File: src/hdl/bsbm_pkg.sv
// Shared constants and types for the branch, system control and block-move execution unit
`default_nettype none

package bsbm_pkg;

  // ----------------------------------------------------------------
  // Reset values and program counter stepping
  // ----------------------------------------------------------------
  localparam logic [15:0] PC_RESET = 16'h0000;
  localparam logic [7:0] CCR_RESET = 8'h00;
  localparam logic [15:0] INST_STEP = 16'h0002;

  // ----------------------------------------------------------------
  // Condition code register field positions
  // ----------------------------------------------------------------
  localparam int CCR_C = 0;
  localparam int CCR_V = 1;
  localparam int CCR_Z = 2;
  localparam int CCR_N = 3;

  // ----------------------------------------------------------------
  // Branch condition selector codes
  // ----------------------------------------------------------------
  localparam logic [3:0] COND_ALWAYS = 4'h0;
  localparam logic [3:0] COND_NEVER = 4'h1;
  localparam logic [3:0] COND_HIGHER = 4'h2;
  localparam logic [3:0] COND_LOW_SAME = 4'h3;
  localparam logic [3:0] COND_CARRY_CLR = 4'h4;
  localparam logic [3:0] COND_CARRY_SET = 4'h5;
  localparam logic [3:0] COND_NOT_EQUAL = 4'h6;
  localparam logic [3:0] COND_EQUAL = 4'h7;
  localparam logic [3:0] COND_OVF_CLR = 4'h8;
  localparam logic [3:0] COND_OVF_SET = 4'h9;
  localparam logic [3:0] COND_PLUS = 4'ha;
  localparam logic [3:0] COND_MINUS = 4'hb;
  localparam logic [3:0] COND_GE = 4'hc;
  localparam logic [3:0] COND_LT = 4'hd;
  localparam logic [3:0] COND_GT = 4'he;
  localparam logic [3:0] COND_LE = 4'hf;

  // ----------------------------------------------------------------
  // Address decode and bus cycle lengths in states
  // ----------------------------------------------------------------
  localparam logic [15:0] PERIPH_BASE = 16'hff80;
  localparam logic [15:0] SLOW_LOW = 16'hffa8;
  localparam logic [15:0] SLOW_HIGH = 16'hffad;
  localparam logic [1:0] MEM_STATES = 2'h2;
  localparam logic [1:0] PERIPH_FAST_STATES = 2'h2;
  localparam logic [1:0] PERIPH_SLOW_STATES = 2'h3;

  // Operations handled by the unit
  typedef enum logic [3:0] {
    OP_NO_OP, OP_BCC, OP_ABS_JUMP, OP_REL_CALL, OP_ABS_CALL, OP_RTS, OP_EXC_RETURN, OP_SLEEP,
    OP_LOAD_CC_IMM, OP_LOAD_CC_REG, OP_STORE_CC, OP_AND_CC, OP_OR_CC, OP_XOR_CC, OP_MOVE
  } bsbm_op_t;

endpackage : bsbm_pkg

`default_nettype wire

File: src/hdl/bsbm_exec.sv
// Execution unit for branches, system control and block byte moves
`default_nettype none

module bsbm_exec
  import bsbm_pkg::*;
#(
  parameter int STACK_DEPTH = 8
) (
  // Clock and reset
  input wire logic clk,
  input wire logic srst,
  // Instruction issue
  input wire logic instValid,
  input wire bsbm_op_t instOp,
  input wire logic [3:0] instCond,
  input wire logic [7:0] instDisp,
  input wire logic [15:0] instTarget,
  input wire logic [7:0] instImm,
  input wire logic [7:0] instRegData,
  output logic instReady,
  output logic instDone,
  // Exception entry and wake-up
  input wire logic excEnter,
  input wire logic [15:0] excVector,
  input wire logic wakePin,
  output logic sleeping,
  // Core state
  output logic [15:0] pcOut,
  output logic [7:0] ccrOut,
  output logic regWrite,
  output logic [7:0] regWriteData,
  // Block move registers
  input wire logic [7:0] moveCount,
  input wire logic [15:0] moveSrc,
  input wire logic [15:0] moveDst,
  output logic moveWrite,
  output logic [7:0] moveCountOut,
  output logic [15:0] moveSrcOut,
  output logic [15:0] moveDstOut,
  // Internal bus
  output logic busStrobe,
  output logic [15:0] busAddr,
  output logic busWrite,
  output logic busWord,
  output logic busPeriph,
  output logic [15:0] busWdata,
  input wire logic [15:0] busRdata
);

  localparam int PW = $clog2(STACK_DEPTH);

  typedef enum logic [1:0] {ST_IDLE, ST_MOVE_RD, ST_MOVE_WR, ST_SLEEP} bsbm_state_t;

  bsbm_state_t state_reg;
  logic [15:0] pc_reg;
  logic [7:0] ccr_reg;
  logic [15:0] excPc_reg;
  logic [7:0] excCcr_reg;
  logic [15:0] retStack_reg [STACK_DEPTH];
  logic [PW-1:0] stackPtr_reg;
  logic [7:0] moveCnt_reg;
  logic [15:0] moveSrc_reg;
  logic [15:0] moveDst_reg;
  logic [7:0] moveByte_reg;
  logic busReq_reg;
  logic [15:0] busReqAddr_reg;
  logic busReqWrite_reg;
  logic wakeMeta_reg;
  logic wakeSync_reg;
  logic condTrue;
  logic accept;
  logic excTake;
  logic busDone;
  logic [15:0] busRd;
  logic [15:0] fallPc;
  logic [15:0] branchPc;
  logic [15:0] retTop;
  logic moveLast;
  logic moveFinish;

  assign accept = instValid && instReady && !excEnter;
  assign excTake = excEnter && (state_reg == ST_IDLE || state_reg == ST_SLEEP);
  assign fallPc = pc_reg + INST_STEP;
  assign branchPc = fallPc + {{8{instDisp[7]}}, instDisp};
  assign retTop = retStack_reg[stackPtr_reg - PW'(1)];
  assign moveLast = moveCnt_reg == 8'h01;
  assign moveFinish = state_reg == ST_MOVE_WR && busDone && moveLast;
  assign pcOut = pc_reg;
  assign ccrOut = ccr_reg;
  assign moveCountOut = moveCnt_reg;
  assign moveSrcOut = moveSrc_reg;
  assign moveDstOut = moveDst_reg;

  // ----------------------------------------------------------------
  // Helpers
  // ----------------------------------------------------------------
  bsbm_cond_eval u_cond (
    .condition_code_register(ccr_reg),
    .condSel(instCond),
    .condTrue(condTrue)
  );

  bsbm_bus_cycle u_bus (
    .clk(clk),
    .srst(srst),
    .req(busReq_reg),
    .reqAddr(busReqAddr_reg),
    .reqWrite(busReqWrite_reg),
    .reqWord(1'b0),
    .reqWdata({8'h00, moveByte_reg}),
    .done(busDone),
    .rdata(busRd),
    .busStrobe(busStrobe),
    .busAddr(busAddr),
    .busWrite(busWrite),
    .busWord(busWord),
    .busPeriph(busPeriph),
    .busWdata(busWdata),
    .busRdata(busRdata)
  );

  // Wake pin synchroniser
  always_ff @(posedge clk) begin
    if (srst) begin
      wakeMeta_reg <= 1'b0;
      wakeSync_reg <= 1'b0;
    end else begin
      wakeMeta_reg <= wakePin;
      wakeSync_reg <= wakeMeta_reg;
    end
  end

  // ----------------------------------------------------------------
  // Sequencer: issue, block move and power-down
  // ----------------------------------------------------------------
  always_ff @(posedge clk) begin
    if (srst) begin
      state_reg <= ST_IDLE;
      instReady <= 1'b1;
      sleeping <= 1'b0;
      busReq_reg <= 1'b0;
      busReqAddr_reg <= 16'h0000;
      busReqWrite_reg <= 1'b0;
    end else begin
      busReq_reg <= 1'b0;
      case (state_reg)
        ST_IDLE: begin
          if (accept && instOp == OP_SLEEP) begin
            state_reg <= ST_SLEEP;
            instReady <= 1'b0;
            sleeping <= 1'b1;
          end else if (accept && instOp == OP_MOVE && moveCount != 8'h00) begin
            state_reg <= ST_MOVE_RD;
            instReady <= 1'b0;
            busReq_reg <= 1'b1;
            busReqAddr_reg <= moveSrc;
            busReqWrite_reg <= 1'b0;
          end
        end
        ST_MOVE_RD: begin
          if (busDone) begin
            state_reg <= ST_MOVE_WR;
            busReq_reg <= 1'b1;
            busReqAddr_reg <= moveDst_reg;
            busReqWrite_reg <= 1'b1;
          end
        end
        ST_MOVE_WR: begin
          if (busDone && moveLast) begin
            state_reg <= ST_IDLE;
            instReady <= 1'b1;
          end else if (busDone) begin
            state_reg <= ST_MOVE_RD;
            busReq_reg <= 1'b1;
            busReqAddr_reg <= moveSrc_reg + 16'h0001;
            busReqWrite_reg <= 1'b0;
          end
        end
        ST_SLEEP: begin
          if (wakeSync_reg || excEnter) begin
            state_reg <= ST_IDLE;
            instReady <= 1'b1;
            sleeping <= 1'b0;
          end
        end
        default: begin
          state_reg <= ST_IDLE;
          instReady <= 1'b1;
          sleeping <= 1'b0;
        end
      endcase
    end
  end

  // Program counter
  always_ff @(posedge clk) begin
    if (srst) begin
      pc_reg <= PC_RESET;
    end else if (excTake) begin
      pc_reg <= excVector;
    end else if (accept) begin
      case (instOp)
        OP_BCC: pc_reg <= condTrue ? branchPc : fallPc;
        OP_ABS_JUMP: pc_reg <= instTarget;
        OP_REL_CALL: pc_reg <= branchPc;
        OP_ABS_CALL: pc_reg <= instTarget;
        OP_RTS: pc_reg <= retTop;
        OP_EXC_RETURN: pc_reg <= excPc_reg;
        OP_MOVE: pc_reg <= (moveCount == 8'h00) ? fallPc : pc_reg;
        default: pc_reg <= fallPc;
      endcase
    end else if (moveFinish) begin
      pc_reg <= fallPc;
    end
  end

  // Condition code register and the exception context
  always_ff @(posedge clk) begin
    if (srst) begin
      ccr_reg <= CCR_RESET;
      excPc_reg <= PC_RESET;
      excCcr_reg <= CCR_RESET;
    end else if (excTake) begin
      excPc_reg <= pc_reg;
      excCcr_reg <= ccr_reg;
    end else if (accept) begin
      case (instOp)
        OP_LOAD_CC_IMM: ccr_reg <= instImm;
        OP_LOAD_CC_REG: ccr_reg <= instRegData;
        OP_AND_CC: ccr_reg <= ccr_reg & instImm;
        OP_OR_CC: ccr_reg <= ccr_reg | instImm;
        OP_XOR_CC: ccr_reg <= ccr_reg ^ instImm;
        OP_EXC_RETURN: ccr_reg <= excCcr_reg;
        default: ccr_reg <= ccr_reg;
      endcase
    end
  end

  // Return address stack pointer
  always_ff @(posedge clk) begin
    if (srst) begin
      stackPtr_reg <= '0;
    end else if (accept && (instOp == OP_REL_CALL || instOp == OP_ABS_CALL)) begin
      stackPtr_reg <= stackPtr_reg + PW'(1);
    end else if (accept && instOp == OP_RTS) begin
      stackPtr_reg <= stackPtr_reg - PW'(1);
    end
  end

  // Return address storage, one entry per slot
  for (genvar i = 0; i < STACK_DEPTH; i++) begin : g_stack
    always_ff @(posedge clk) begin
      if (accept && (instOp == OP_REL_CALL || instOp == OP_ABS_CALL) && stackPtr_reg == PW'(i)) begin
        retStack_reg[i] <= fallPc;
      end
    end
  end

  // General register write-back of the flag byte
  always_ff @(posedge clk) begin
    if (srst) begin
      regWrite <= 1'b0;
      regWriteData <= 8'h00;
    end else begin
      regWrite <= accept && instOp == OP_STORE_CC;
      if (accept && instOp == OP_STORE_CC) begin
        regWriteData <= ccr_reg;
      end
    end
  end

  // ----------------------------------------------------------------
  // Block move count, pointers and data byte
  // ----------------------------------------------------------------
  always_ff @(posedge clk) begin
    if (srst) begin
      moveCnt_reg <= 8'h00;
      moveSrc_reg <= 16'h0000;
      moveDst_reg <= 16'h0000;
      moveByte_reg <= 8'h00;
    end else if (accept && instOp == OP_MOVE) begin
      moveCnt_reg <= moveCount;
      moveSrc_reg <= moveSrc;
      moveDst_reg <= moveDst;
    end else if (state_reg == ST_MOVE_RD && busDone) begin
      moveByte_reg <= busRd[7:0];
    end else if (state_reg == ST_MOVE_WR && busDone) begin
      moveSrc_reg <= moveSrc_reg + 16'h0001;
      moveDst_reg <= moveDst_reg + 16'h0001;
      moveCnt_reg <= moveCnt_reg - 8'h01;
    end
  end

  // Completion pulses
  always_ff @(posedge clk) begin
    if (srst) begin
      moveWrite <= 1'b0;
      instDone <= 1'b0;
    end else begin
      moveWrite <= moveFinish || (accept && instOp == OP_MOVE && moveCount == 8'h00);
      instDone <= moveFinish || (accept && !(instOp == OP_MOVE && moveCount != 8'h00));
    end
  end

  // ----------------------------------------------------------------
  // Checks
  // ----------------------------------------------------------------
  branchTaken_a: assert property (@(posedge clk) disable iff (srst)
    accept && instOp == OP_BCC && condTrue |=> pc_reg == $past(branchPc))
    else $error("taken branch did not reach target");
  branchFall_a: assert property (@(posedge clk) disable iff (srst)
    accept && instOp == OP_BCC && !condTrue |=> pc_reg == $past(fallPc))
    else $error("untaken branch did not fall through");
  jumpLoad_a: assert property (@(posedge clk) disable iff (srst)
    accept && instOp == OP_ABS_JUMP |=> pc_reg == $past(instTarget))
    else $error("jump target not loaded");
  callReturn_a: assert property (@(posedge clk) disable iff (srst)
    accept && (instOp == OP_REL_CALL || instOp == OP_ABS_CALL) ##1 !accept ##1 accept && instOp == OP_RTS
    |=> pc_reg == $past(fallPc, 3))
    else $error("return did not resume after call");
  excReturn_a: assert property (@(posedge clk) disable iff (srst)
    accept && instOp == OP_EXC_RETURN |=> pc_reg == $past(excPc_reg) && ccr_reg == $past(excCcr_reg))
    else $error("exception return lost context");
  sleepEntry_a: assert property (@(posedge clk) disable iff (srst)
    accept && instOp == OP_SLEEP |=> sleeping && !instReady)
    else $error("sleep not entered");
  ccrAnd_a: assert property (@(posedge clk) disable iff (srst)
    accept && instOp == OP_AND_CC |=> ccr_reg == ($past(ccr_reg) & $past(instImm)))
    else $error("flag AND wrong");
  noOp_a: assert property (@(posedge clk) disable iff (srst)
    accept && instOp == OP_NO_OP |=> pc_reg == $past(pc_reg) + INST_STEP && $stable(ccr_reg))
    else $error("no-operation changed state");
  moveZero_a: assert property (@(posedge clk) disable iff (srst)
    accept && instOp == OP_MOVE && moveCount == 8'h00 |=> moveWrite && instReady && state_reg == ST_IDLE)
    else $error("zero-count move did something");
  moveHold_a: assert property (@(posedge clk) disable iff (srst)
    state_reg == ST_MOVE_RD || state_reg == ST_MOVE_WR |-> !instReady && !instDone)
    else $error("issue open during block move");
  moveRun_c: cover property (@(posedge clk) disable iff (srst) moveFinish && $past(moveCnt_reg) == 8'h01);
  branch_c: cover property (@(posedge clk) disable iff (srst) accept && instOp == OP_BCC && condTrue);
  wake_c: cover property (@(posedge clk) disable iff (srst) state_reg == ST_SLEEP ##1 state_reg == ST_IDLE);

endmodule : bsbm_exec

`default_nettype wire

File: src/hdl/bsbm_cond_eval.sv
// Branch condition evaluation from the condition code register
`default_nettype none

module bsbm_cond_eval
  import bsbm_pkg::*;
(
  // Flags and selector
  input wire logic [7:0] condition_code_register,
  input wire logic [3:0] condSel,
  // Result
  output logic condTrue
);

  logic flagC;
  logic flagV;
  logic flagZ;
  logic flagN;

  assign flagC = condition_code_register[CCR_C];
  assign flagV = condition_code_register[CCR_V];
  assign flagZ = condition_code_register[CCR_Z];
  assign flagN = condition_code_register[CCR_N];

  // Selector decode, one term per condition
  always_comb begin
    case (condSel)
      COND_ALWAYS: condTrue = 1'b1;
      COND_NEVER: condTrue = 1'b0;
      COND_HIGHER: condTrue = !(flagC | flagZ);
      COND_LOW_SAME: condTrue = flagC | flagZ;
      COND_CARRY_CLR: condTrue = !flagC;
      COND_CARRY_SET: condTrue = flagC;
      COND_NOT_EQUAL: condTrue = !flagZ;
      COND_EQUAL: condTrue = flagZ;
      COND_OVF_CLR: condTrue = !flagV;
      COND_OVF_SET: condTrue = flagV;
      COND_PLUS: condTrue = !flagN;
      COND_MINUS: condTrue = flagN;
      COND_GE: condTrue = !(flagN ^ flagV);
      COND_LT: condTrue = flagN ^ flagV;
      COND_GT: condTrue = !(flagZ | (flagN ^ flagV));
      COND_LE: condTrue = flagZ | (flagN ^ flagV);
      default: condTrue = 1'b0;
    endcase
  end

endmodule : bsbm_cond_eval

`default_nettype wire

File: src/hdl/bsbm_bus_cycle.sv
// Bus cycle sequencer for on-chip memory and peripheral accesses
`default_nettype none

module bsbm_bus_cycle
  import bsbm_pkg::*;
(
  // Clock and reset
  input wire logic clk,
  input wire logic srst,
  // Request from the execution unit
  input wire logic req,
  input wire logic [15:0] reqAddr,
  input wire logic reqWrite,
  input wire logic reqWord,
  input wire logic [15:0] reqWdata,
  output logic done,
  output logic [15:0] rdata,
  // Internal bus
  output logic busStrobe,
  output logic [15:0] busAddr,
  output logic busWrite,
  output logic busWord,
  output logic busPeriph,
  output logic [15:0] busWdata,
  input wire logic [15:0] busRdata
);

  logic reqPeriph;
  logic reqSlow;
  logic [1:0] stateCnt_reg;
  logic [1:0] needStates_reg;
  logic slow_reg;

  assign reqPeriph = reqAddr >= PERIPH_BASE;
  assign reqSlow = reqPeriph && reqAddr >= SLOW_LOW && reqAddr <= SLOW_HIGH;

  // ----------------------------------------------------------------
  // Cycle sequencing: one state per clock, two or three states per cycle
  // ----------------------------------------------------------------
  always_ff @(posedge clk) begin
    if (srst) begin
      busStrobe <= 1'b0;
      stateCnt_reg <= 2'h0;
      needStates_reg <= MEM_STATES;
      slow_reg <= 1'b0;
      done <= 1'b0;
    end else begin
      done <= 1'b0;
      if (req && !busStrobe) begin
        busStrobe <= 1'b1;
        stateCnt_reg <= 2'h1;
        slow_reg <= reqSlow;
        needStates_reg <= !reqPeriph ? MEM_STATES : (reqSlow ? PERIPH_SLOW_STATES : PERIPH_FAST_STATES);
      end else if (busStrobe) begin
        if (stateCnt_reg == needStates_reg) begin
          busStrobe <= 1'b0;
          done <= 1'b1;
        end else begin
          stateCnt_reg <= stateCnt_reg + 2'h1;
        end
      end
    end
  end

  // Address, lanes and size; peripherals see bytes on the low lane only
  always_ff @(posedge clk) begin
    if (srst) begin
      busAddr <= 16'h0000;
      busWrite <= 1'b0;
      busWord <= 1'b0;
      busPeriph <= 1'b0;
      busWdata <= 16'h0000;
    end else if (req && !busStrobe) begin
      busAddr <= reqAddr;
      busWrite <= reqWrite;
      busPeriph <= reqPeriph;
      busWord <= reqWord && !reqPeriph;
      if (reqPeriph) begin
        busWdata <= {8'h00, reqWdata[7:0]};
      end else if (reqWord) begin
        busWdata <= reqWdata;
      end else begin
        busWdata <= {reqWdata[7:0], reqWdata[7:0]};
      end
    end
  end

  // Read data capture at the end of the last state; byte lane picked by address
  always_ff @(posedge clk) begin
    if (srst) begin
      rdata <= 16'h0000;
    end else if (busStrobe && stateCnt_reg == needStates_reg) begin
      if (busPeriph) begin
        rdata <= {8'h00, busRdata[7:0]};
      end else if (busWord) begin
        rdata <= busRdata;
      end else begin
        rdata <= {8'h00, busAddr[0] ? busRdata[7:0] : busRdata[15:8]};
      end
    end
  end

  // ----------------------------------------------------------------
  // Checks
  // ----------------------------------------------------------------
  memTwoState_a: assert property (@(posedge clk) disable iff (srst)
    $rose(busStrobe) && !busPeriph |-> busStrobe[*2] ##1 !busStrobe ##0 done)
    else $error("memory cycle not two states");
  periphSlow_a: assert property (@(posedge clk) disable iff (srst)
    $rose(busStrobe) && busPeriph && slow_reg |-> busStrobe[*3] ##1 !busStrobe)
    else $error("slow peripheral cycle not three states");
  periphByte_a: assert property (@(posedge clk) disable iff (srst)
    busStrobe && busPeriph |-> !busWord && busWdata[15:8] == 8'h00)
    else $error("word access reached a peripheral");
  slowCycle_c: cover property (@(posedge clk) disable iff (srst) $rose(busStrobe) && slow_reg);

endmodule : bsbm_bus_cycle

`default_nettype wire

File: config.mk
export PLATFORM = sky130hd
export DESIGN_NAME = bsbm_exec
export DESIGN_NICKNAME = d
export VERILOG_FILES = /design/src/hdl/bsbm_pkg.sv /design/src/hdl/bsbm_exec.sv /design/src/hdl/bsbm_cond_eval.sv /design/src/hdl/bsbm_bus_cycle.sv
export SDC_FILE = /design/constraint.sdc
export NUM_CORES = 1
export LEC_CHECK = 0
export BUFFER_PORTS_ARGS = -buffer_cell sky130_fd_sc_hd__buf_2
export CAP_MARGIN = 20
export CORE_ASPECT_RATIO = 0.6
export CORE_MARGIN = 2
export CORE_UTILIZATION = 38
export CTS_CLUSTER_DIAMETER = 120
export CTS_CLUSTER_SIZE = 28
export DETAILED_ROUTE_END_ITERATION = 8
export PLACE_DENSITY = 0.64
export RECOVER_POWER = 100
export SYNTH_ARGS = -nofsm -noshare
export SYNTH_HDL_FRONTEND = slang
export SYNTH_SLANG_ARGS = --single-unit
File: constraint.sdc
create_clock -name clk -period 3.1 [get_ports clk]
set_input_delay 0.465 -clock clk [delete_from_list [all_inputs] [get_ports clk]]
set_output_delay 0.465 -clock clk [all_outputs]
set_load 0.02 [all_outputs]
==> qor.csv, run 1 <==
metric;value;unit
status;completed;
drive_gt1_frac;0.235;
fin_nets;1958;
dieArea;42000;um^2
start_kind;register;
grt.met1_usage;0.329;
vias_per_cell;5.64;
die_h;160;um
gp_congestion;0.943;
slew_viol_final;0;
criticalPathCategory;reg -> reg;
synth_cells;1546;
cts_buffers;15;
cts_tree;built;
cp_data_required_time;3.54;ns
root_buffer;clkbuf_16;
wire_per_inst;21.1;um
syn_area;15300;um^2
drc_errors;0;
maxCapViolations;0;
hpwlAfterDp;35600;um
finalHoldViolations;0;
row_count;56;
synth_warnings;0;
post-route-util;0.459;
rsz0062_at_grt;true;
largest_reg_flops;128;
ys_ff_latch;309;
area_delta_synth_final;18.0;%
grt_busiest_layer;met2;
ctsHoldBuffers;0;
grt_antenna_before_repair;9;
clockBufferDepth;3;
path_clk_slew;0.11;ns
finClkSkew;0.0446;ns
layout_commonest_cell;buf_2;
setup_viol_count_final;0;
ys_async_sr_fraction;0;
drt-initial-drc-count;1325;
syn_avg_cell_area;9.92;um^2
grt_overflow_total;0;
core_area;39400;um^2
ys_types;80;
use_met2;0.337;
ios;238;
vias;13085;
finalCritPeriodShare;0.945;
ant_nets;0;
ys_seq_area_frac;0.487;
final_cell_mix;235 x buf_2, 196 x nand2_1, 177 x dfxtp_1;
max_freq;341;MHz
crit_path_end_kind;register;
synth_nets;1722;
cp.arrival;3.37;ns
htree_num_levels;1;
grt_start_max_net_pins;127;
powerDensity;576;nW/um^2
drt_wl_total;49000;um
grt_usage;0.227;
port_buffers;236;
fillers;3723;
worst_slew_pin_slew;0.832;ns
fin_tns_setup;0;ns
clock-sinks;309;
maxSlewHeadroom;0.443;
ys.flop_type;dfxtp_1;
dr.pass1.iters;5;
start_util;0.389;
hold_path.class;in -> reg;
fin_crit;2.93;ns
grt_pass1_wl;74300;um
vdd_ir_drop_max;0.344;mV
dpl_worst_slack;0.0666;ns
clk_latency;0.54;ns
worst-path-max-fanout;4;
fp.dieW;263;um
worst_slack;0.169;ns
use_met3;0.0577;
synth_edf_count;128;
p_leak;6.93;nW
grt_pass1_vias;12226;
cells by family (layout without fill, tap and decap cells):
group                      count (synthesis)  after routing  share of synthesized area
buffers and inverters                    153            397                     0.0397
DFF                                      309            309                      0.487
other                                      1              8                   0.000244
adders and majority gates                 51             51                     0.0421
muxes                                     73             73                     0.0750
and+or+nand+nor                          526            526                      0.155
xor gates and xnor gates                  74             74                     0.0423
AOI/OAI and AO/OA                        359            359                      0.159
per-stage QoR:
| stage | hold slack [ns] | instance area, um^2 | power, W | std cells |
|---|---|---|---|---|
| floorplan | 0.414 | 15400 | 0.00682 | 1546 |
| finish | 0.162 | 18100 | 0.0104 | 2319 |
| global route | 0.141 | 18100 | 0.0109 | 2317 |
| global placement | 0.440 | 17600 | 0.00804 | 2287 |
| detailed placement | 0.433 | 17600 | 0.00810 | 2287 |
| CTS | 0.147 | 18100 | 0.0104 | 2312 |
cells in the mapped netlist, drive strengths merged (4+ instances only):
cell	instances	area (um^2)
a211o	5	43.8
a211oi	49	368
a21oi	114	571
a222oi	8	80.1
a22oi	42	315
a311o	4	40.0
a311oi	15	131
a31o	4	35.0
a31oi	5	37.5
and2	5	31.3
and3	16	100
and4	4	35.0
buf	21	114
clkbuf	83	312
dfxtp	181	3620
edfxtp	128	3840
ha	50	626
inv	49	184
mux2	15	169
mux2i	26	260
mux4	32	721
nand2	197	739
nand2b	10	62.6
nand3	28	140
nand3b	4	30.0
nand4	20	125
nor2	169	634
nor2b	9	63.8
nor3	26	135
nor3b	4	30.0
nor4	9	62.6
o211ai	10	75.1
o21ai	40	200
o221ai	7	61.3
o22ai	14	87.6
o31ai	5	42.5
or2	5	31.3
or3	13	86.3
xnor2	46	403
xor2	28	245
timing repair:
action | 4_1_cts | 5_1_grt
buffers inserted | 0 | 0
endpoints found under the hold margin | 0 | 0
endpoints found under the setup margin | 0 | 5
gates resized for setup | 0 | 7
power by group:
part | total [W] | switching [W] | leakage (nW) | internal [W]
Sequential | 0.00496 | 0.000270 | 2.64 | 0.00469
Combinational | 0.00314 | 0.00191 | 4.08 | 0.00123
Clock | 0.00232 | 0.00137 | 0.210 | 0.000947
Total | 0.0104 | 0.00356 | 6.93 | 0.00686
area by class of cell:
class	count	area [um^2]	area share
multi-input combinational	1084	7340	0.406
antenna	7	17.5	0.000968
tap	522	653	0.0361
sequential	309	7470	0.413
inverter	49	184	0.0102
timing repair buffer	323	1990	0.110
clock buffer	23	405	0.0224
clock inverter	2	38.8	0.00214
metal layers:
layer  wire (um)  share of wire  vias up
met4        1160          0.024        2
met1       22300           0.46     6392
met5          12        0.00024        -
met3        4430          0.090       52
met2       21100           0.43      524
li1            -              -     6115
worst max-delay path: stages (launching register included):
cell and delay, ns:
dfxtp_4 0.38, ha_1 0.21, nand3_2 0.16, nor2_4 0.17, nand3_1 0.14, xnor2_2 0.18, ha_1 0.33, nand3_1 0.09
a21oi_1 0.05, a21boi_2 0.20, o311ai_1 0.30, a21boi_0 0.14, or3_1 0.31, a31o_1 0.20
final timing paths:
| path | cells after the start | endpoint | start | slack [ns] |
|---|---|---|---|---|
| min | 2 | wakeMeta_reg | wakePin | 0.16 |
| max reg2reg | 13 | pcOut[14] | pcOut[1] | 0.17 |
| min reg2reg | 2 | u_bus.busWdata[5] | u_bus.busWdata[5] | 0.46 |
| max | 13 | pcOut[14] | pcOut[1] | 0.17 |
(Power assumes the default switching activity.)
==> run 2, diff against run 1 <==
--- a/config.mk
+++ b/config.mk
@@ -5,6 +5,7 @@
 export SDC_FILE = /design/constraint.sdc
 export NUM_CORES = 1
 export LEC_CHECK = 0
+export ABC_AREA = 1
 export BUFFER_PORTS_ARGS = -buffer_cell sky130_fd_sc_hd__buf_2
 export CAP_MARGIN = 20
 export CORE_ASPECT_RATIO = 0.6
@@ -15,6 +16,7 @@
 export DETAILED_ROUTE_END_ITERATION = 8
 export PLACE_DENSITY = 0.64
 export RECOVER_POWER = 100
+export SETUP_SLACK_MARGIN = 0.05
 export SYNTH_ARGS = -nofsm -noshare
 export SYNTH_HDL_FRONTEND = slang
 export SYNTH_SLANG_ARGS = --single-unit
==> qor.csv, run 2 <==
metric;value;unit;change
r2r-start;pcOut[1];;
hp-start;wakePin;;
worst-path-max-fanout;6;;+2
synth_edf_count;128;;unchanged
cts_tree;built;;
maxSlewHeadroom;-0.102;;-0.545
swShare;0.383;;+0.0413
layout_commonest_cell;nand2_1;;
ys_types;58;;-28%
switching_power;0.00413;W;+16%
wire_per_inst;19.1;um;-9.5%
clockPowerShare;0.216;;-0.007
htree_num_levels;1;;unchanged
max_freq;340;MHz;-0.46%
row_count;57;;+1.8%
cp_slowest_cell;dfxtp_2;;
drt-initial-drc-count;1560;;+18%
powerDensity;601;nW/um^2;+4.4%
largest_reg_flops;128;;unchanged
start_kind;register;;
root_buffer;clkbuf_16;;
regArea;7470;um^2;unchanged
ys_seq_area_frac;0.471;;-0.0156
ios;238;;unchanged
drt_wl_total;52200;um;+6.6%
status;finished, violations left;;
clockBufferDepth;3;;unchanged
criticalPathCategory;reg -> reg;;
multi_input_area;7210;um^2;-1.8%
die_h;162;um;+1.6%
drive_gt1_frac;0.118;;-0.117
ys_ff_latch;309;;unchanged
grt_start_max_net_pins;74;;-42%
holdPathStages;3;;+1
start_util;0.388;;about the same
vias;14599;;+12%
slew_viol_final;31;;+31
port_buffers;236;;unchanged
syn_area;15800;um^2;+3.3%
power;0.0108;W;+3.7%
vias_per_cell;5.35;;-5.3%
synth_cells;1936;;+25%
fin_crit;2.94;ns;+0.0135 ns
hpwlAfterDp;38300;um;+7.4%
hold_path.class;in -> reg;;
max_stage_delay;0.38;ns;about the same
rr_worst_depth;16;;+3
yosys.area.top_type_share;0.243;;-0.00803
core_area;40800;um^2;+3.4%
gp_congestion;0.956;;+1.4%
vdd_ir_drop_max;0.291;mV;-16%
violations;max-capacitance violations, max-slew violations;;
grt_antenna_before_repair;5;;-4
dr.pass1.iters;5;;unchanged
worst_slew_pin_slew;1.65;ns;+0.822 ns
pwr-share-comb;0.331;;+0.030
maxCapViolations;2;;+2
drc_errors;0;;unchanged
path_clk_slew;0.12;ns;about the same
finalHoldViolations;0;;unchanged
crit_path_end_kind;register;;
crit_chain;ha_1, nand2_1, xor2_1, inv_1, ha_1, nand2_1, o21bai_1, nand2_1, nand3_1, nand2_1, nand3_1, nand2_1, nand2_1, nand2_1, nand2_1, a21oi_1;;
ys_async_sr_fraction;0;;unchanged
synth_warnings;0;;unchanged
fp.dieW;268;um;+1.6%
fin_tns_setup;0;ns;unchanged
area_delta_synth_final;13.4;%;
final_cell_mix;341 x nand2_1, 238 x nor2_1, 191 x o21ai_0;;
synth_nets;2112;;+23%
r2r_end;pcOut[12];;
dieArea;43400;um^2;+3.2%
whs;0.173;ns;+0.0109 ns
finClkSkew;0.0361;ns;-0.00847 ns
synth_common_cells;342 x nand2_1, 236 x nor2_1, 191 x o21ai_0;;
reg2reg_slack;0.16;ns;about the same
grt_pass1_vias;13195;;+7.9%
grt_overflow_total;0;;unchanged
synth_top_area_cell;edfxtp_1;;
crit_path_frequent_cell;nand2_1;;
grt_pass1_wl;78800;um;+6.2%
internal_power;0.00667;W;-2.8%
setup_viol_count_final;0;;unchanged
min_to;wakeMeta_reg;;
clk_latency;0.55;ns;about the same
rsz0062_at_grt;true;;
finalCritPeriodShare;0.950;;+0.00436
sequentialPowerShare;0.452;;-0.024
cp_data_required_time;3.47;ns;-0.07 ns
cts_buffers;15;;unchanged
synth_area_leaders;edfxtp_1 24%, dfxtp_1 23%, nand2_1 8.1%;;
cp.arrival;3.31;ns;-0.06 ns
p_leak;7.10;nW;+2.5%
fillers;4183;;+12%
ys.flop_type;dfxtp_1;;
syn_avg_cell_area;8.19;um^2;-18%
synth_most_common_cell;nand2_1;;
ant_nets;0;;unchanged
ctsHoldBuffers;0;;unchanged
grt_usage;0.235;;+0.00746
fin_nets;2336;;+19%
clock-sinks;309;;unchanged
==> run 2: changes by cell type after synthesis, moves of 26 or more <==
cell | before | now
clkbuf_1 | 83 | 54
inv_1 | 49 | 164
nor2_1 | 169 | 236
mux4_2 | 32 | 0
xnor2_1 | 46 | 11
nand3_1 | 28 | 106
mux2i_1 | 26 | 0
a211oi_1 | 49 | 21
a22oi_1 | 42 | 16
a21oi_1 | 114 | 141
nand2_1 | 197 | 342
o21ai_0 | 40 | 191
==> run 2: worst max-delay path: cells and delay by family (launching register included) <==
family / cells / cell delay, ns
AO/OA/AOI/OAI: 2 / 0.43
AND/OR/NAND/NOR: 10 / 1.03
XOR/XNOR: 1 / 0.22
adder cells (fa/ha/maj): 2 / 0.58
flip-flops: 1 / 0.38
buffers and inverters: 1 / 0.13
==> run 2: through the flow <==
step / worst slack (ns) / instances / instance area [um^2] / util
finish: 0.156 / 2731 / 18000 / 0.441
global route: 0.0105 / 2729 / 18000 / 0.440
CTS: 0.0823 / 2725 / 18200 / 0.447
detailed placement: 0.0622 / 2700 / 17800 / 0.436
global placement: 0.122 / 2700 / 17800 / 0.436
floorplan: 0.210 / 1936 / 15800 / -
==> run 2: routing by layer <==
layer / up-vias / track usage / share of wire
li1: 7037 / - / -
met1: 6888 / 0.384 / 0.50
met2: 619 / 0.311 / 0.39
met3: 51 / 0.0491 / 0.094
met4: 4 / 0.0401 / 0.015
met5: - / 0 / 0.00052
==> run 2: area by class of cell <==
class / instances / share of cell area
diodes: 3 / 0.000418
well taps: 560 / 0.0390
clock inverters: 3 / 0.00209
inverters: 181 / 0.0381
clock buffers: 22 / 0.0223
repair buffers: 300 / 0.0809
multi-input cells: 1353 / 0.401
flip-flops and latches: 309 / 0.416
==> run 2: how the worst max path moves through the flow <==
stage | start | to | slack [ns] | cells past startpoint
5_1_grt | pcOut[1] | pcOut[14] | 0.01 | 19
4_1_cts | pcOut[1] | pcOut[13] | 0.08 | 20
3_5_place_dp | pcOut[1] | pcOut[13] | 0.06 | 19
3_3_place_gp | pcOut[1] | pcOut[13] | 0.12 | 19
2_1_floorplan | pcOut[1] | pcOut[13] | 0.21 | 20
6_report | pcOut[1] | pcOut[12] | 0.16 | 16
==> run 2: cell families after synthesis <==
kind of cell	Yosys count	synth area share
AO/OA/AOI/OAI	486	0.180
XOR/XNOR	45	0.0253
adder cells (fa/ha/maj)	51	0.0407
buffers and inverters	274	0.0715
flip-flops	309	0.471
other	1	0.000237
AND/OR/NAND/NOR	770	0.211
==> run 2: repair_timing <==
action	CTS	global route
endpoints found under the setup margin	1	9
setup buffers	0	1
resized for setup	1	13
pin swaps	0	1
hold endpoints to repair	0	0
==> run 2: power by group through the flow <==
stage | Clock (W) | Sequential (W) | Combinational [W]
after floorplan | 0 | 0.00502 | 0.00226
after global placement | 0 | 0.00495 | 0.00353
after detailed placement | 0 | 0.00496 | 0.00354
after CTS | 0.00241 | 0.00487 | 0.00356
after global routing | 0.00254 | 0.00492 | 0.00392
final | 0.00234 | 0.00489 | 0.00358
==> run 3, diff against run 2 <==
--- a/config.mk
+++ b/config.mk
@@ -11,6 +11,7 @@
 export CORE_ASPECT_RATIO = 0.6
 export CORE_MARGIN = 2
 export CORE_UTILIZATION = 38
+export CTS_BUF_LIST = sky130_fd_sc_hd__clkbuf_16
 export CTS_CLUSTER_DIAMETER = 120
 export CTS_CLUSTER_SIZE = 28
 export DETAILED_ROUTE_END_ITERATION = 8
==> qor.csv, run 3 (synthesis results as in run 2) <==
metric;value;unit;change
row_count;57;;unchanged
worst-path-max-fanout;6;;unchanged
crit_path_end_kind;register;;
wire_per_inst;19.1;um;about the same
clock-sinks;309;;unchanged
maxSlewHeadroom;-0.0865;;+0.0158
worst_slew_pin_slew;1.63;ns;-0.0237 ns
port_buffers;236;;unchanged
path_clk_slew;0.12;ns;about the same
reg2reg_slack;0.12;ns;-0.03 ns
dpl_cell_area;17800;um^2;unchanged
max_stage_delay;0.38;ns;about the same
gp_congestion;0.956;;unchanged
cp_slowest_cell;dfxtp_2;;
fillers;4182;;-0.024%
fin_nets;2336;;unchanged
die_h;162;um;unchanged
fin_tns_setup;0;ns;unchanged
drt_wl_total;52300;um;about the same
powerDensity;600;nW/um^2;-0.15%
status;finished, violations left;;
clk_latency;0.55;ns;about the same
start_kind;register;;
grt_start_max_net_pins;74;;unchanged
ant_nets;0;;unchanged
grt_antenna_before_repair;5;;unchanged
ios;238;;unchanged
start_util;0.388;;unchanged
root_buffer;clkbuf_16;;
drive_gt1_frac;0.118;;unchanged
r2r-start;pcOut[1];;
worst_slack;0.121;ns;-0.0342 ns
drc_errors;0;;unchanged
maxCapViolations;1;;-1
grt_usage;0.235;;unchanged
grt_pass1_wl;78900;um;about the same
cp_num_buf_inv;1;;unchanged
criticalPathCategory;reg -> reg;;
ctsHoldBuffers;0;;unchanged
grt_pass1_vias;13197;;+0.015%
dieArea;43400;um^2;unchanged
hold_path.class;in -> reg;;
max_freq;336;MHz;-1.1%
p_leak;7.13;nW;+0.42%
drt-initial-drc-count;1580;;+1.3%
slew_viol_final;31;;unchanged
rsz0062_at_grt;true;;
clockBufferDepth;3;;unchanged
grt_overflow_total;0;;unchanged
finClkSkew;0.0366;ns;+0.000459 ns
dr.pass1.iters;6;;+1
fp.dieW;268;um;unchanged
largest_reg_flops;128;;unchanged
violations;max-capacitance violations, max-slew violations;;
hpwlAfterDp;38300;um;unchanged
htree_num_levels;1;;unchanged
dpl_worst_slack;0.0622;ns;unchanged
vias_per_cell;5.37;;+0.49%
regArea;7470;um^2;unchanged
area_delta_synth_final;13.4;%;about the same
cp_data_required_time;3.47;ns;about the same
finalCritPeriodShare;0.961;;+0.0110
vias;14671;;+0.49%
crit_path_frequent_cell;nand2_1;;
layout_commonest_cell;nand2_1;;
cts_buffers;15;;unchanged
core_area;40800;um^2;unchanged
whs;0.172;ns;-0.000661 ns
cp_top_family;simple AND/OR/NAND/NOR gates;;
cts_tree;built;;
setup_viol_count_final;0;;unchanged
critical_path.startpoint;pcOut[1];;
design_area;18000;um^2;about the same
fin_crit;2.98;ns;+0.0342 ns
multi_input_area;7210;um^2;unchanged
crit_chain;ha_1, nand2_1, xor2_1, inv_1, ha_1, nand2_1, o21bai_1, nand2_1, nand3_1, nand2_1, nand3_1, nand2_1, nand2_1, nand2_1, nand2_1, a21oi_1;;
hp-start;wakePin;;
finalHoldViolations;0;;unchanged
final_cell_mix;341 x nand2_1, 238 x nor2_1, 191 x o21ai_0;;
vdd_ir_drop_max;0.291;mV;about the same
cp.arrival;3.35;ns;+0.04 ns
-- run 3: metal layers --
metal / GRT usage / share of wire
met1: 0.384 / 0.50
met2: 0.311 / 0.39
met3: 0.0491 / 0.094
met4: 0.0401 / 0.015
met5: 0 / 0.00052
-- run 3: area by class of cell --
class                      count  area share
sequential                   309       0.416
multi-input combinational   1353       0.401
timing repair buffer         300      0.0810
tap                          560      0.0390
inverter                     181      0.0381
clock buffer                  15      0.0209
clock inverter                10     0.00355
antenna                        3    0.000418
-- run 3: timing repair --
| item | CTS | global route |
|---|---|---|
| buffers inserted | 0 | 1 |
| gates resized for setup | 1 | 13 |
| endpoints found under the setup margin | 1 | 9 |
| pin swaps | 0 | 1 |
-- run 3: power by group --
group          switching [W]  internal, W
clock network        0.00140     0.000925
registers           0.000225      0.00466
logic                0.00252      0.00106
total                0.00414      0.00665
-- run 3: final timing paths --
check                 end  cells after the start
max reg2reg     pcOut[12]                     16
min reg2reg  wakeSync_reg                      2
max             pcOut[12]                     16
min          wakeMeta_reg                      3
-- run 3: worst register-to-register path, cell delays in order, from the launching register on --
cell and delay (ns):
dfxtp_2 0.38, ha_1 0.25, nand2_1 0.22, xor2_1 0.22
inv_1 0.13, ha_1 0.33, nand2_1 0.14, o21bai_1 0.37
nand2_1 0.15, nand3_1 0.11, nand2_1 0.07, nand3_1 0.15
nand2_1 0.07, nand2_1 0.05, nand2_1 0.04, nand2_1 0.06
a21oi_1 0.06
-- run 3: stage by stage --
stage	power (W)	cells	utilization
4_1_cts	0.0108	2725	0.447
3_5_place_dp	0.00850	2700	0.436
6_report	0.0108	2731	0.441
3_3_place_gp	0.00848	2700	0.436
5_1_grt	0.0114	2729	0.441
2_1_floorplan	0.00728	1936	-
